## config.mk

```make
export PLATFORM = sky130hd
export DESIGN_NAME = branch_condition_and_memory_port
export DESIGN_NICKNAME = d
export VERILOG_FILES = /design/src/include/brmem_pkg.sv /design/src/core/branch_condition_and_memory_port.sv
export SDC_FILE = /design/constraint.sdc
export NUM_CORES = 1
export LEC_CHECK = 0
export ABC_AREA = 1
export ABC_CLOCK_PERIOD_IN_PS = 8320
export BUFFER_PORTS_ARGS = -buffer_cell sky130_fd_sc_hd__buf_2
export CAP_MARGIN = 20
export CORE_ASPECT_RATIO = 2
export CORE_UTILIZATION = 54
export CTS_CLUSTER_DIAMETER = 80
export DETAILED_ROUTE_END_ITERATION = 12
export HOLD_SLACK_MARGIN = 0.1
export PLACE_DENSITY_LB_ADDON = 0.3
export SLEW_MARGIN = 20
export SYNTH_ARGS = -nofsm -noshare
export SYNTH_HDL_FRONTEND = slang
export SYNTH_SLANG_ARGS = --single-unit
export TNS_END_PERCENT = 50
```

## constraint.sdc

```tcl
create_clock -name ref_clk_i -period 8.32 [get_ports ref_clk_i]
set_input_delay 0.832 -clock ref_clk_i [delete_from_list [all_inputs] [get_ports ref_clk_i]]
set_output_delay 0.832 -clock ref_clk_i [all_outputs]
set_load 0.02 [all_outputs]
```

## src/include/brmem_pkg.sv

```systemverilog
// Package of constants and types for the branch and memory port block.
`default_nettype none
package brmem_pkg;
   // ----------------------------------------------------------------
   // Word layout
   // ----------------------------------------------------------------
   localparam int WORD_W = 24;
   localparam int DATA_W = 20;
   localparam int TAG_W = 4;
   localparam int TAG_LSB = 20;
   localparam int SIGN_BIT = 19;
   localparam int PC_W = 16;
   localparam int BR_W = 12;
   localparam int IDX_W = 12;
   localparam logic [1:0] FORCED_TAG_JUMP_HI = 2'h3;
   localparam logic [3:0] TAG_MPC = 4'hf;
   localparam logic [3:0] PAD_MPC = 4'h0;
   localparam logic [15:0] MPC_RST = 16'h0000;
   localparam logic CTRL_RST = 1'b1;

   // ----------------------------------------------------------------
   // Branch conditions
   // ----------------------------------------------------------------
   localparam logic [4:0] C_NONE = 5'h00;
   localparam logic [4:0] C_ALL_ZERO = 5'h01;
   localparam logic [4:0] C_ANY_NZ = 5'h02;
   localparam logic [4:0] C_VAL_ZERO = 5'h03;
   localparam logic [4:0] C_VAL_NZ = 5'h04;
   localparam logic [4:0] C_SIGN_CLR = 5'h05;
   localparam logic [4:0] C_SIGN_SET = 5'h06;
   localparam logic [4:0] C_OVF_SET = 5'h07;
   localparam logic [4:0] C_OVF_CLR = 5'h08;
   localparam logic [4:0] C_CRY_SET = 5'h09;
   localparam logic [4:0] C_CRY_CLR = 5'h0a;
   localparam logic [4:0] C_IN_WAIT = 5'h0b;
   localparam logic [4:0] C_NO_INPUT = 5'h0c;
   localparam logic [4:0] C_OUT_PEND = 5'h0d;
   localparam logic [4:0] C_OUT_FREE = 5'h0e;
   localparam logic [4:0] C_TAG_EQ = 5'h0f;
   localparam logic [4:0] C_TAG_NE = 5'h10;
   localparam logic [4:0] C_TAG_GE = 5'h11;
   localparam logic [4:0] C_TAG_LT = 5'h12;
   localparam logic [4:0] C_HEAD_ONE = 5'h13;
   localparam logic [4:0] C_HEAD_ZERO = 5'h14;
   localparam logic [4:0] C_TAIL_ONE = 5'h15;
   localparam logic [4:0] C_TAIL_ZERO = 5'h16;

   // ----------------------------------------------------------------
   // Jump kinds, external register selects, bus map
   // ----------------------------------------------------------------
   localparam logic [2:0] J_NONE = 3'h0;
   localparam logic [2:0] J_JMP = 3'h1;
   localparam logic [2:0] J_JSR = 3'h2;
   localparam logic [2:0] J_RTS = 3'h3;
   localparam logic [2:0] J_FORCED_TAG_JUMP = 3'h4;
   localparam logic [1:0] X_MIR = 2'h0;
   localparam logic [1:0] X_HEAD = 2'h1;
   localparam logic [1:0] X_TAIL = 2'h2;
   localparam logic [1:0] X_MPC = 2'h3;
   localparam logic [11:0] REG_CTRL = 12'h000;
   localparam logic [11:0] REG_START = 12'h004;
   localparam logic [11:0] REG_STATUS = 12'h008;
   localparam logic [11:0] REG_MPC = 12'h00c;

   typedef struct packed {
      logic start;
      logic xchg;
      logic tail;
      logic flag_wr;
      logic flag_val;
   } mem_op_s;

   typedef struct packed {
      logic [4:0] cond;
      logic [3:0] imm_tag;
      logic [2:0] jump;
      logic [1:0] forced_tag_jump_tag;
      logic [15:0] target;
      mem_op_s mem;
      logic mar_load;
      logic mir_load;
   } uinst_s;
endpackage : brmem_pkg
`default_nettype wire

```

## src/core/branch_condition_and_memory_port.sv

```systemverilog
// Branch evaluation, next-address choice and main-memory port registers.
`default_nettype none
// ----------------------------------------------------------------
// ----------------------------------------------------------------
module branch_condition_and_memory_port #(
   parameter int STACK_D = 4
) (
   input wire logic ref_clk_i,
   input wire logic sys_rst_i,
   input wire logic psel_i,
   input wire logic penable_i,
   input wire logic pwrite_i,
   input wire logic [11:0] paddr_i,
   input wire logic [31:0] pwdata_i,
   output logic [31:0] prdata_o,
   output logic pready_o,
   output logic pslverr_o,
   output logic [15:0] fetch_addr_o,
   input wire brmem_pkg::uinst_s uinst_i,
   output logic exec_o,
   input wire logic [23:0] bus_i,
   input wire logic carry18_i,
   input wire logic carry19_i,
   input wire logic [1:0] xreg_sel_i,
   output logic [23:0] xreg_data_o,
   input wire logic in_waiting_i,
   input wire logic out_pending_i,
   output logic mem_req_o,
   output brmem_pkg::mem_op_s mem_op_o,
   output logic [23:0] mem_addr_o,
   output logic [23:0] mem_wdata_o,
   input wire logic [23:0] mem_rdata_i,
   input wire logic mem_rflag_i
);
   localparam int SP_W = (STACK_D > 1) ? $clog2(STACK_D) : 1;

   // ----------------------------------------------------------------
   // State
   // ----------------------------------------------------------------
   logic run_q, squash_q, req_q;
   logic [15:0] mpc_q, mpc_d;
   logic [SP_W-1:0] sp_q;
   logic [15:0] stk_q [STACK_D];
   logic [23:0] mar_q, mir_q, head_q, tail_q;
   logic head_flag_q, tail_flag_q;
   brmem_pkg::mem_op_s op_q;
   logic in_s1_q, in_s2_q, out_s1_q, out_s2_q;
   logic [31:0] prdata_q;

   // ----------------------------------------------------------------
   // Condition evaluation
   // ----------------------------------------------------------------
   function automatic logic cond_eval(input logic [4:0] c,
      input logic [23:0] v, input logic [3:0] imm, input logic cy,
      input logic ov, input logic inw, input logic outp, input logic hf,
      input logic tf);
      logic [3:0] t;
      logic dz;
      logic r;
      t = v[brmem_pkg::TAG_LSB +: brmem_pkg::TAG_W];
      dz = (v[brmem_pkg::DATA_W-1:0] == '0);
      r = 1'b0;
      case (c)
         brmem_pkg::C_ALL_ZERO: r = (v == '0);
         brmem_pkg::C_ANY_NZ: r = (v != '0);
         brmem_pkg::C_VAL_ZERO: r = dz;
         brmem_pkg::C_VAL_NZ: r = ~dz;
         brmem_pkg::C_SIGN_CLR: r = ~v[brmem_pkg::SIGN_BIT];
         brmem_pkg::C_SIGN_SET: r = v[brmem_pkg::SIGN_BIT];
         brmem_pkg::C_OVF_SET: r = ov;
         brmem_pkg::C_OVF_CLR: r = ~ov;
         brmem_pkg::C_CRY_SET: r = cy;
         brmem_pkg::C_CRY_CLR: r = ~cy;
         brmem_pkg::C_IN_WAIT: r = inw;
         brmem_pkg::C_NO_INPUT: r = ~inw;
         brmem_pkg::C_OUT_PEND: r = outp;
         brmem_pkg::C_OUT_FREE: r = ~outp;
         brmem_pkg::C_TAG_EQ: r = (t == imm);
         brmem_pkg::C_TAG_NE: r = (t != imm);
         brmem_pkg::C_TAG_GE: r = (t >= imm);
         brmem_pkg::C_TAG_LT: r = (t < imm);
         brmem_pkg::C_HEAD_ONE: r = hf;
         brmem_pkg::C_HEAD_ZERO: r = ~hf;
         brmem_pkg::C_TAIL_ONE: r = tf;
         brmem_pkg::C_TAIL_ZERO: r = ~tf;
         default: r = 1'b0;
      endcase
      return r;
   endfunction : cond_eval

   // ----------------------------------------------------------------
   // Decode and selection
   // ----------------------------------------------------------------
   // Read data from a cycle started last instruction bypasses the
   // output registers, so the next instruction sees it at once.
   wire logic cap_head = req_q & ~op_q.tail;
   wire logic cap_tail = req_q & op_q.tail;
   wire logic [23:0] head_now = cap_head ? mem_rdata_i : head_q;
   wire logic [23:0] tail_now = cap_tail ? mem_rdata_i : tail_q;
   wire logic hflag_now = cap_head ? mem_rflag_i : head_flag_q;
   wire logic tflag_now = cap_tail ? mem_rflag_i : tail_flag_q;
   wire logic [3:0] bus_tag = bus_i[brmem_pkg::TAG_LSB +: brmem_pkg::TAG_W];
   wire logic carry = carry19_i;
   wire logic ovf = carry18_i ^ carry19_i;
   wire logic exec = run_q & ~squash_q;
   wire logic is_forced_tag_jump = (uinst_i.jump == brmem_pkg::J_FORCED_TAG_JUMP);
   wire logic [3:0] fj_tag = {brmem_pkg::FORCED_TAG_JUMP_HI, uinst_i.forced_tag_jump_tag};
   wire logic forced_tag_jump_hit = exec & is_forced_tag_jump & (bus_tag == fj_tag);
   wire logic cond_true = cond_eval(uinst_i.cond, bus_i, uinst_i.imm_tag,
      carry, ovf, in_s2_q, out_s2_q, hflag_now, tflag_now);
   wire logic br_taken = exec & ~forced_tag_jump_hit & cond_true;
   wire logic push = exec & ~forced_tag_jump_hit & ~br_taken &
      (uinst_i.jump == brmem_pkg::J_JSR);
   wire logic pop = exec & ~forced_tag_jump_hit & ~br_taken &
      (uinst_i.jump == brmem_pkg::J_RTS);
   wire logic [SP_W-1:0] sp_d = push ? sp_q + SP_W'(1) :
      pop ? sp_q - SP_W'(1) : sp_q;
   wire logic [15:0] mpc_inc = mpc_q + 16'h0001;
   wire logic [15:0] br_dest = {mpc_q[brmem_pkg::PC_W-1:brmem_pkg::BR_W],
      uinst_i.target[brmem_pkg::BR_W-1:0]};

   // APB decode; the setup phase latches read data so that the access
   // phase can answer from a flip-flop with no wait state.
   wire logic hit_ctrl = (paddr_i == brmem_pkg::REG_CTRL);
   wire logic hit_start = (paddr_i == brmem_pkg::REG_START);
   wire logic hit_stat = (paddr_i == brmem_pkg::REG_STATUS);
   wire logic hit_mpc = (paddr_i == brmem_pkg::REG_MPC);
   wire logic mapped = hit_ctrl | hit_start | hit_stat | hit_mpc;
   wire logic setup = psel_i & ~penable_i;
   wire logic wr = psel_i & penable_i & pwrite_i & mapped;
   wire logic ctrl_wr = wr & hit_ctrl;
   wire logic start_wr = wr & hit_start;
   wire logic [31:0] rd_mux =
      hit_ctrl ? 32'(run_q) :
      hit_stat ? 32'({sp_q, 2'h0, req_q, tail_flag_q, head_flag_q,
         out_s2_q, in_s2_q, squash_q}) :
      hit_mpc ? 32'(mpc_q) : '0;

   // ----------------------------------------------------------------
   // Next address
   // ----------------------------------------------------------------
   // The counter moves only on executed words or a start write; a squashed word holds it,
   // which is the one cycle paid for a late-resolved transfer.
   always_comb
   begin
      mpc_d = mpc_q;
      if (start_wr)
      begin
         mpc_d = pwdata_i[brmem_pkg::PC_W-1:0];
      end
      else if (forced_tag_jump_hit)
      begin
         mpc_d = bus_i[brmem_pkg::PC_W-1:0];
      end
      else if (br_taken)
      begin
         mpc_d = br_dest;
      end
      else if (exec)
      begin
         case (uinst_i.jump)
            brmem_pkg::J_JMP: mpc_d = uinst_i.target;
            brmem_pkg::J_JSR: mpc_d = uinst_i.target;
            brmem_pkg::J_RTS: mpc_d = stk_q[sp_q];
            default: mpc_d = mpc_inc;
         endcase
      end
   end

   // ----------------------------------------------------------------
   // Sequencer registers
   // ----------------------------------------------------------------
   always_ff @(posedge ref_clk_i or posedge sys_rst_i)
   begin
      if (sys_rst_i)
      begin
         mpc_q <= brmem_pkg::MPC_RST;
         squash_q <= 1'b0;
         sp_q <= '0;
      end
      else
      begin
         mpc_q <= mpc_d;
         squash_q <= ~start_wr & (forced_tag_jump_hit | br_taken);
         sp_q <= sp_d;
      end
   end

   // The stack is circular: a fifth nested call overwrites the oldest
   // return address, as the small hardware stack does.
   genvar gi;
   generate
      for (gi = 0; gi < STACK_D; gi++)
      begin : g_stk
         always_ff @(posedge ref_clk_i or posedge sys_rst_i)
         begin
            if (sys_rst_i)
            begin
               stk_q[gi] <= brmem_pkg::MPC_RST;
            end
            else if (push && (sp_d == SP_W'(gi)))
            begin
               stk_q[gi] <= mpc_inc;
            end
         end
      end
   endgenerate

   // ----------------------------------------------------------------
   // Memory port registers
   // ----------------------------------------------------------------
   // The request leaves one edge late so that an address or input
   // loaded by the same word is already in place.
   always_ff @(posedge ref_clk_i or posedge sys_rst_i)
   begin
      if (sys_rst_i)
      begin
         mar_q <= '0;
         mir_q <= '0;
         req_q <= 1'b0;
         op_q <= '0;
      end
      else
      begin
         if (exec && uinst_i.mar_load)
         begin
            mar_q <= bus_i;
         end
         if (exec && uinst_i.mir_load)
         begin
            mir_q <= bus_i;
         end
         req_q <= exec & uinst_i.mem.start;
         op_q <= uinst_i.mem;
      end
   end

   always_ff @(posedge ref_clk_i or posedge sys_rst_i)
   begin
      if (sys_rst_i)
      begin
         head_q <= '0;
         tail_q <= '0;
         head_flag_q <= 1'b0;
         tail_flag_q <= 1'b0;
         in_s1_q <= 1'b0;
         in_s2_q <= 1'b0;
         out_s1_q <= 1'b0;
         out_s2_q <= 1'b0;
      end
      else
      begin
         head_q <= head_now;
         tail_q <= tail_now;
         head_flag_q <= hflag_now;
         tail_flag_q <= tflag_now;
         // Host flags are asynchronous; only the second stage is read.
         in_s1_q <= in_waiting_i;
         in_s2_q <= in_s1_q;
         out_s1_q <= out_pending_i;
         out_s2_q <= out_s1_q;
      end
   end

   // ----------------------------------------------------------------
   // Register bus
   // ----------------------------------------------------------------
   always_ff @(posedge ref_clk_i or posedge sys_rst_i)
   begin
      if (sys_rst_i)
      begin
         run_q <= brmem_pkg::CTRL_RST;
         prdata_q <= '0;
      end
      else
      begin
         if (ctrl_wr)
         begin
            run_q <= pwdata_i[0];
         end
         if (setup)
         begin
            prdata_q <= rd_mux;
         end
      end
   end

   // ----------------------------------------------------------------
   // Outputs
   // ----------------------------------------------------------------
   // Only fetch reads the store; nothing here writes it.
   assign fetch_addr_o = mpc_q;
   assign exec_o = exec;
   assign prdata_o = prdata_q;
   assign pready_o = psel_i & penable_i;
   assign pslverr_o = psel_i & penable_i & ~mapped;
   assign mem_req_o = req_q;
   assign mem_op_o = op_q;
   assign mem_addr_o = mar_q;
   assign mem_wdata_o = mir_q;
   assign xreg_data_o =
      (xreg_sel_i == brmem_pkg::X_HEAD) ? head_now :
      (xreg_sel_i == brmem_pkg::X_TAIL) ? tail_now :
      (xreg_sel_i == brmem_pkg::X_MPC) ?
         {brmem_pkg::TAG_MPC, brmem_pkg::PAD_MPC, mpc_inc} :
      mir_q;
endmodule : branch_condition_and_memory_port
`default_nettype wire

```

==> results of run 1 <==
[sequential cells by signal, summed over array words and instances (netlist names), 2 cells and up]
name,cells
stk_q,64
head_q,24
mem_addr_o,24
mem_wdata_o,24
tail_q,24
fetch_addr_o,16
prdata_o,16
mem_op_o,5
sp_q,2
[worst max path at each step]
stage,startpoint,to,slack [ns]
after floorplan,sys_rst_i,fetch_addr_o[0]$_DFFE_PP0P_,1.81
after global placement,bus_i[23],stk_q[46]$_DFFE_PP0P_,4.41
after detailed placement,bus_i[23],stk_q[5]$_DFFE_PP0P_,4.35
after CTS,fetch_addr_o[1]$_DFFE_PP0P_,xreg_data_o[12],4.10
after global routing,fetch_addr_o[1]$_DFFE_PP0P_,xreg_data_o[12],3.79
final,fetch_addr_o[1]$_DFFE_PP0P_,xreg_data_o[12],4.10
[critical path, stage by stage (launching register included)]
cell and delay [ns]:
dfrtp_1 0.43, ha_1 0.21, nand2_1 0.08, nor3_1 0.64, nand3_1 0.30, inv_1 0.11
nand2_1 0.06, xor2_1 0.60, nand2_1 0.10, a31oi_1 0.15, buf_2 0.20
[metal layers]
metal	up-vias	wire (um)
li1	5049	-
met1	5127	12610
met2	544	17910
met3	138	2767
met4	0	2569
met5	-	0
[through the flow]
step | utilization, % | worst slack [ns] | total power [mW]
after detailed placement | 61.19 | 4.354 | 1.311
after global placement | 61.19 | 4.412 | 1.307
after floorplan | - | 1.809 | 1.214
final | 64.43 | 4.101 | 2.187
after global routing | 64.43 | 3.794 | 2.262
after CTS | 64.33 | 4.096 | 2.194
[cell type report]
| type | count | area, sq um |
|---|---|---|
| inverters | 142 | 540.5 |
| well taps | 262 | 327.8 |
| clock buffers | 24 | 524.3 |
| multi-input cells | 1006 | 4792 |
| repair buffers | 247 | 1261 |
| fillers | 1818 | 7051 |
| clock inverters | 8 | 97.59 |
| diodes | 8 | 20.02 |
| flip-flops and latches | 208 | 5206 |
[Yosys cell counts, types with 3 or more instances]
cell	instances	area share [%]
a21oi_1	25	1.2
a221oi_1	6	0.48
a22oi_1	31	2.1
a31oi_1	19	1.1
buf_1	3	0.10
buf_4	22	1.5
clkbuf_1	61	2.1
dfrtp_1	207	48
ha_1	5	0.58
inv_1	136	4.7
inv_2	4	0.14
mux2_2	11	1.1
nand2_1	485	17
nand3_1	63	2.9
nand3_2	5	0.46
nand4_1	73	4.2
nor2_1	93	3.2
nor3_1	7	0.32
nor4_1	6	0.35
o21ai_0	119	5.5
o22ai_1	10	0.58
o31ai_1	7	0.48
xor2_1	11	0.89
[power by group]
part           total [mW]  leakage, nW  internal, mW  switching, mW
logic               0.247         3.96        0.0739          0.173
clock network       0.893        0.299         0.509          0.384
registers            1.05         2.71          1.03         0.0139
[kinds of logic (layout without fill, tap and decap cells)]
family          after synthesis  in the layout  share of synthesized area (%)
other cells                   1             24                        0.03450
simple gates                738            738                          28.73
fa+ha+maj                     5              5                         0.5756
compound gates              223            223                          11.87
buf+inv                     229            421                          8.680
mux                          13             13                          1.324
flops                       208            208                          47.90
xor+xnor                     11             11                         0.8864
==> summary.md, run 1 <==
| Metric | Value |
|---|---|
| Remaining Overflow, GRT | 0 |
| Clock buffer depth | 3 |
| Slew @ Worst Pin | 0.9875 ns |
| Placed cell count | 1865 |
| Grt met3 use | 6.265% |
| Worst hold slack | 0.3574 ns |
| Fin. Hold Viols | 0 |
| Gr busiest metal | met2 |
| DRT Wirelength | 35850 um |
| Crit end category | output pin |
| # rows | 73 |
| Async SR Flop Fraction | 100.0% |
| Outcome | finished, final reports clean |
| R2R setup slack | 4.48 ns |
| Met1 Use GR | 39.80% |
| Max frequency | 237.0 MHz |
| First-pass DRT Iterations | 7 |
| Hold/Removal Path Class | reg -> reg |
| Dominant synthesized flop cell | dfrtp_1 |
| Die Ht | 202.6 um |
| Core area | 0.01982 sq mm |
| TritonCTS Sinks | 208 |
| Final setup skew | 0.009682 ns |
| PwrDens | 171.3 mW/mm^2 |
| Vias in the first global route | 10580 |
| # nets final | 1770 |
| HP Start | out_s1_q$_DFF_PP0_ |
| Iter 0 DRT Violations | 968 |
| Gp weighted congestion | 0.9655 |
| Die W | 102.3 um |
| Fin. max-slew vios | 0 |
| Req. time, crit path | 7.49 ns |
| Worst setup SP type | register |
| Commonest cells after routing, fill and taps aside | 485 x nand2_1, 237 x buf_2, 207 x dfrtp_1 |
| Vias after detailed routing | 10858 |
| Largest net degree at the start of global routing | 136 |
| Buffers on Ports | 237 |
| Synth unique cells | 36 |
| Yosys warning count | 0 |
| CTS Buf Count | 19 |
| DRC Markers | 0 |
| Layout cell share with drive strength beyond 1 | 18.65% |
| Fin crit period | 4.219 ns |
| CTS root buffer | clkbuf_16 |
| Wire per inst | 18.82 um |
| Setup TNS | 0 ns |
| Global-route wire length before repair | 55410 um |
| Gate Count Post-Synth | 1428 |
| Setup violators final | 0 |
| Post-DP Area | 0.01213 sq mm |
| WS Path Type | reg -> out |
| Arrival time worst endpoint | 3.39 ns |
| Starting density of the core | 54.84% |
| CP max FO | 6 |
| Worst skew pair latency | 0.49 ns |
| R2R Path End | stk_q[44]$_DFFE_PP0P_ |
| Detailed placement HPWL | 26380 um |
| CTS resizes | 0 |
| Max-cap check violation count | 0 |
| Total track usage | 35.12% |
| #FFs+latches synth | 208 |
| Clk slew on worst S/H paths | 0.07 ns |
| H-tree lvl count | 1 |
| Post-synth EDFFs | 0 |
| Post-route cell area | 0.01277 sq mm |
| Ports | 270 |
| Met2 Usage GRT | 58.96% |
| Reg-to-Reg Start | mem_req_o$_DFF_PP0_ |
| Final Non-Filler Cells | 1905 |
| Mapped Avg Cell Area | 7.611 sq um |
| TritonCTS clock tree | done |
| Slew HR | 34.09% |
| Synthesized area | 0.01087 sq mm |
| Post-CTS setup buffer count | 0 |
| Commonest non-fill, non-tap cell in the layout | nand2_1 |
| Initial antenna violation count | 7 |
| Area grow syn2layout | 17.49% |
| RSZ-0062 raised after global routing | no |
| ANT nets after route | 0 |
| Final period utilization | 50.71% |
| P_leak | 6.964 nW |
| Cts-stage hold buffer count | 0 |
| Sequential cell area fraction in the yosys report | 47.90% |
| Post-DR vias/cell | 5.700 |
| Die footprint | 0.02073 sq mm |
| Hold path depth | 0 |
| Max IR drop VDD | 134.4 uV |
| Reg2Reg Depth | 14 |
| Hold Path End | out_s2_q$_DFF_PP0_ |
Power figures use the tool's default switching activity.
==> run 2, diff against run 1 <==
Settings changed: ABC_CLOCK_PERIOD_IN_PS 8320 to 3500, CORE_UTILIZATION 54 to 49.
Clock period 8.32 ns to 3.5 ns, I/O delays scaled along.
==> run 2 against run 1 <==
  * Power rose by 140%
  * Combinational power rose to 2.5 times the previous value
  * Non-clock buffer count grew 50
  * Sequential power grew 140%
  * Clock skew rose by 0.0069 ns
  * Count of clock-buffer cells in the layout rose by 6
  * Utilization down 3.2 points
  * Largest power group unchanged
  * Design area up 3.9%
  * Worst setup slack got worse by 3.8 ns
==> summary.md, run 2 (same netlist as run 1, synthesis figures left out) <==
| Metric | Value |
|---|---|
| Gr busiest metal | met2 |
| CP dominant cell by count | nand2_1 |
| Layout cell share with drive strength beyond 1 | 19.69% |
| # nets final | 1821 |
| Placed cell count | 1902 |
| R2R Path End | stk_q[30]$_DFFE_PP0P_ |
| Slowest CP cell | o21ai_0 |
| Cts-stage hold buffer count | 23 |
| Post-route cell area | 0.01326 sq mm |
| Area of the multi-input gates | 0.004790 sq mm |
| Crit end category | output pin |
| CTS Buf Count | 20 |
| Buffers on Ports | 237 |
| Worst hold slack | 0.1014 ns |
| CP Launch Point | fetch_addr_o[1]$_DFFE_PP0P_ |
| Fillers | 2001 |
| CTS root buffer | clkbuf_16 |
| R2R setup slack | 0.49 ns |
| Wire per inst | 18.88 um |
| WS Path Type | reg -> out |
| Clk slew on worst S/H paths | 0.07 ns |
| DRT Wirelength | 37080 um |
| Total track usage | 32.92% |
| Clock buffer depth | 3 |
| Worst skew pair latency | 0.52 ns |
| Hold/Removal Path Class | in -> reg |
| TritonCTS clock tree | done |
| Final setup skew | 0.01655 ns |
| Final Non-Filler Cells | 1964 |
| Crit-path max cell delay | 0.51 ns |
| First-pass DRT Iterations | 5 |
| Commonest non-fill, non-tap cell in the layout | nand2_1 |
| Final period utilization | 91.47% |
| Vias after detailed routing | 11004 |
| Max reg flops | 64 |
| CTS resizes | 0 |
| RSZ-0062 raised after global routing | no |
| Max-cap check violation count | 0 |
| Largest Register | stk_q |
| Vias in the first global route | 10598 |
| ANT nets after route | 0 |
| Area grow syn2layout | 22.03% |
| Largest net degree at the start of global routing | 63 |
| Remaining Overflow, GRT | 0 |
| Die footprint | 0.02282 sq mm |
| H-tree lvl count | 1 |
| Slew HR | 39.79% |
| Req. time, crit path | 3.15 ns |
| Fin. max-slew vios | 0 |
| Max frequency | 312.4 MHz |
| P_leak | 7.213 nW |
| Worst Setup EP | xreg_data_o[8] |
| Arrival time worst endpoint | 2.85 ns |
| Detailed placement HPWL | 27200 um |
| Reg2Reg Depth | 13 |
| Fin. Hold Viols | 0 |
| Setup violators final | 0 |
| Starting density of the core | 50.13% |
| PwrDens | 398.7 mW/mm^2 |
| Ports | 270 |
| Gp weighted congestion | 0.9824 |
| Reg area | 0.005206 sq mm |
| Post-DP Area | 0.01237 sq mm |
| Slew @ Worst Pin | 0.9001 ns |
| Worst setup SP type | register |
| Final Worst Setup Slack | 0.2987 ns |
| # rows | 76 |
| Max IR drop VDD | 326.7 uV |
| TritonCTS Sinks | 208 |
| Global-route wire length before repair | 56910 um |
| Post-CTS setup buffer count | 0 |
| Fin crit period | 3.201 ns |
| Post-DR vias/cell | 5.603 |
| Met1 Use GR | 37.39% |
| Die Ht | 212.6 um |
| Initial antenna violation count | 5 |
| Reg-to-Reg Start | mem_req_o$_DFF_PP0_ |
| DRC Markers | 0 |
| Die W | 107.3 um |
| Setup TNS | 0 ns |
| Iter 0 DRT Violations | 1069 |
| DP Worst Slack | 0.3018 ns |
| Crit-path cells | ha_1 > nand2_1 > nor3_1 > buf_4 > nand2_1 > o21ai_0 > inv_1 > nand2_1 > a31oi_1 > buf_2 |
| Met2 Usage GRT | 57.31% |
| CP max FO | 5 |
| Grt met3 use | 5.457% |
| Commonest cells after routing, fill and taps aside | 485 x nand2_1, 237 x buf_2, 207 x dfrtp_1 |
| Core area | 0.02168 sq mm |
| Outcome | finished, final reports clean |
-- run 2: cell count changes in the layout (fill, tap and decap cells not counted), sizes merged --
cell	delta
inv	-1
clkbuf	+6
dlygate4sd3	+23
clkinv	-2
diode	-3
bufinv	-2
buf	+27
-- run 2: final cells by class --
type / instances / share of cell area, %
clock inverter: 3 / 0.1792
clock buffer: 30 / 4.594
multi-input combinational: 1006 / 36.11
antenna: 5 / 0.09433
inverter: 142 / 4.047
timing repair buffer: 297 / 13.15
tap: 273 / 2.575
sequential: 208 / 39.25
-- run 2: critical path, delay by kind of cell, from the launching register on --
kind	cells	cell delay, ns
buf+inv	3	0.65
compound gates	2	0.59
simple gates	4	0.50
flops	1	0.40
fa+ha+maj	1	0.20
-- run 2: per-stage QoR --
step | power, mW | util, %
3_5_place_dp | 3.133 | 57.05
3_3_place_gp | 3.124 | 57.05
5_1_grt | 5.453 | 61.18
2_1_floorplan | 2.886 | -
6_report | 5.289 | 61.18
4_1_cts | 5.300 | 61.03
-- run 2: routing by layer --
metal | wire length [um] | part of all wire (%)
met5 | 0 | 0
met4 | 2100 | 5.7
met3 | 2748 | 7.4
met2 | 18780 | 51
met1 | 13450 | 36
-- run 2: power by group --
group	leakage, nW	total, mW	internal [mW]	switching, mW
clock	0.304	2.17	1.20	0.968
combinational	4.20	0.627	0.207	0.421
sequential	2.71	2.49	2.46	0.0321
-- run 2: worst min-delay path by stage --
stage,startpoint,end,depth (start not counted)
3_5_place_dp,in_s1_q$_DFF_PP0_,in_s2_q$_DFF_PP0_,0
6_report,penable_i,prdata_o[5]$_DFFE_PP0P_,4
5_1_grt,penable_i,prdata_o[5]$_DFFE_PP0P_,4
2_1_floorplan,in_s1_q$_DFF_PP0_,in_s2_q$_DFF_PP0_,0
3_3_place_gp,out_s1_q$_DFF_PP0_,out_s2_q$_DFF_PP0_,0
4_1_cts,penable_i,prdata_o[5]$_DFFE_PP0P_,4
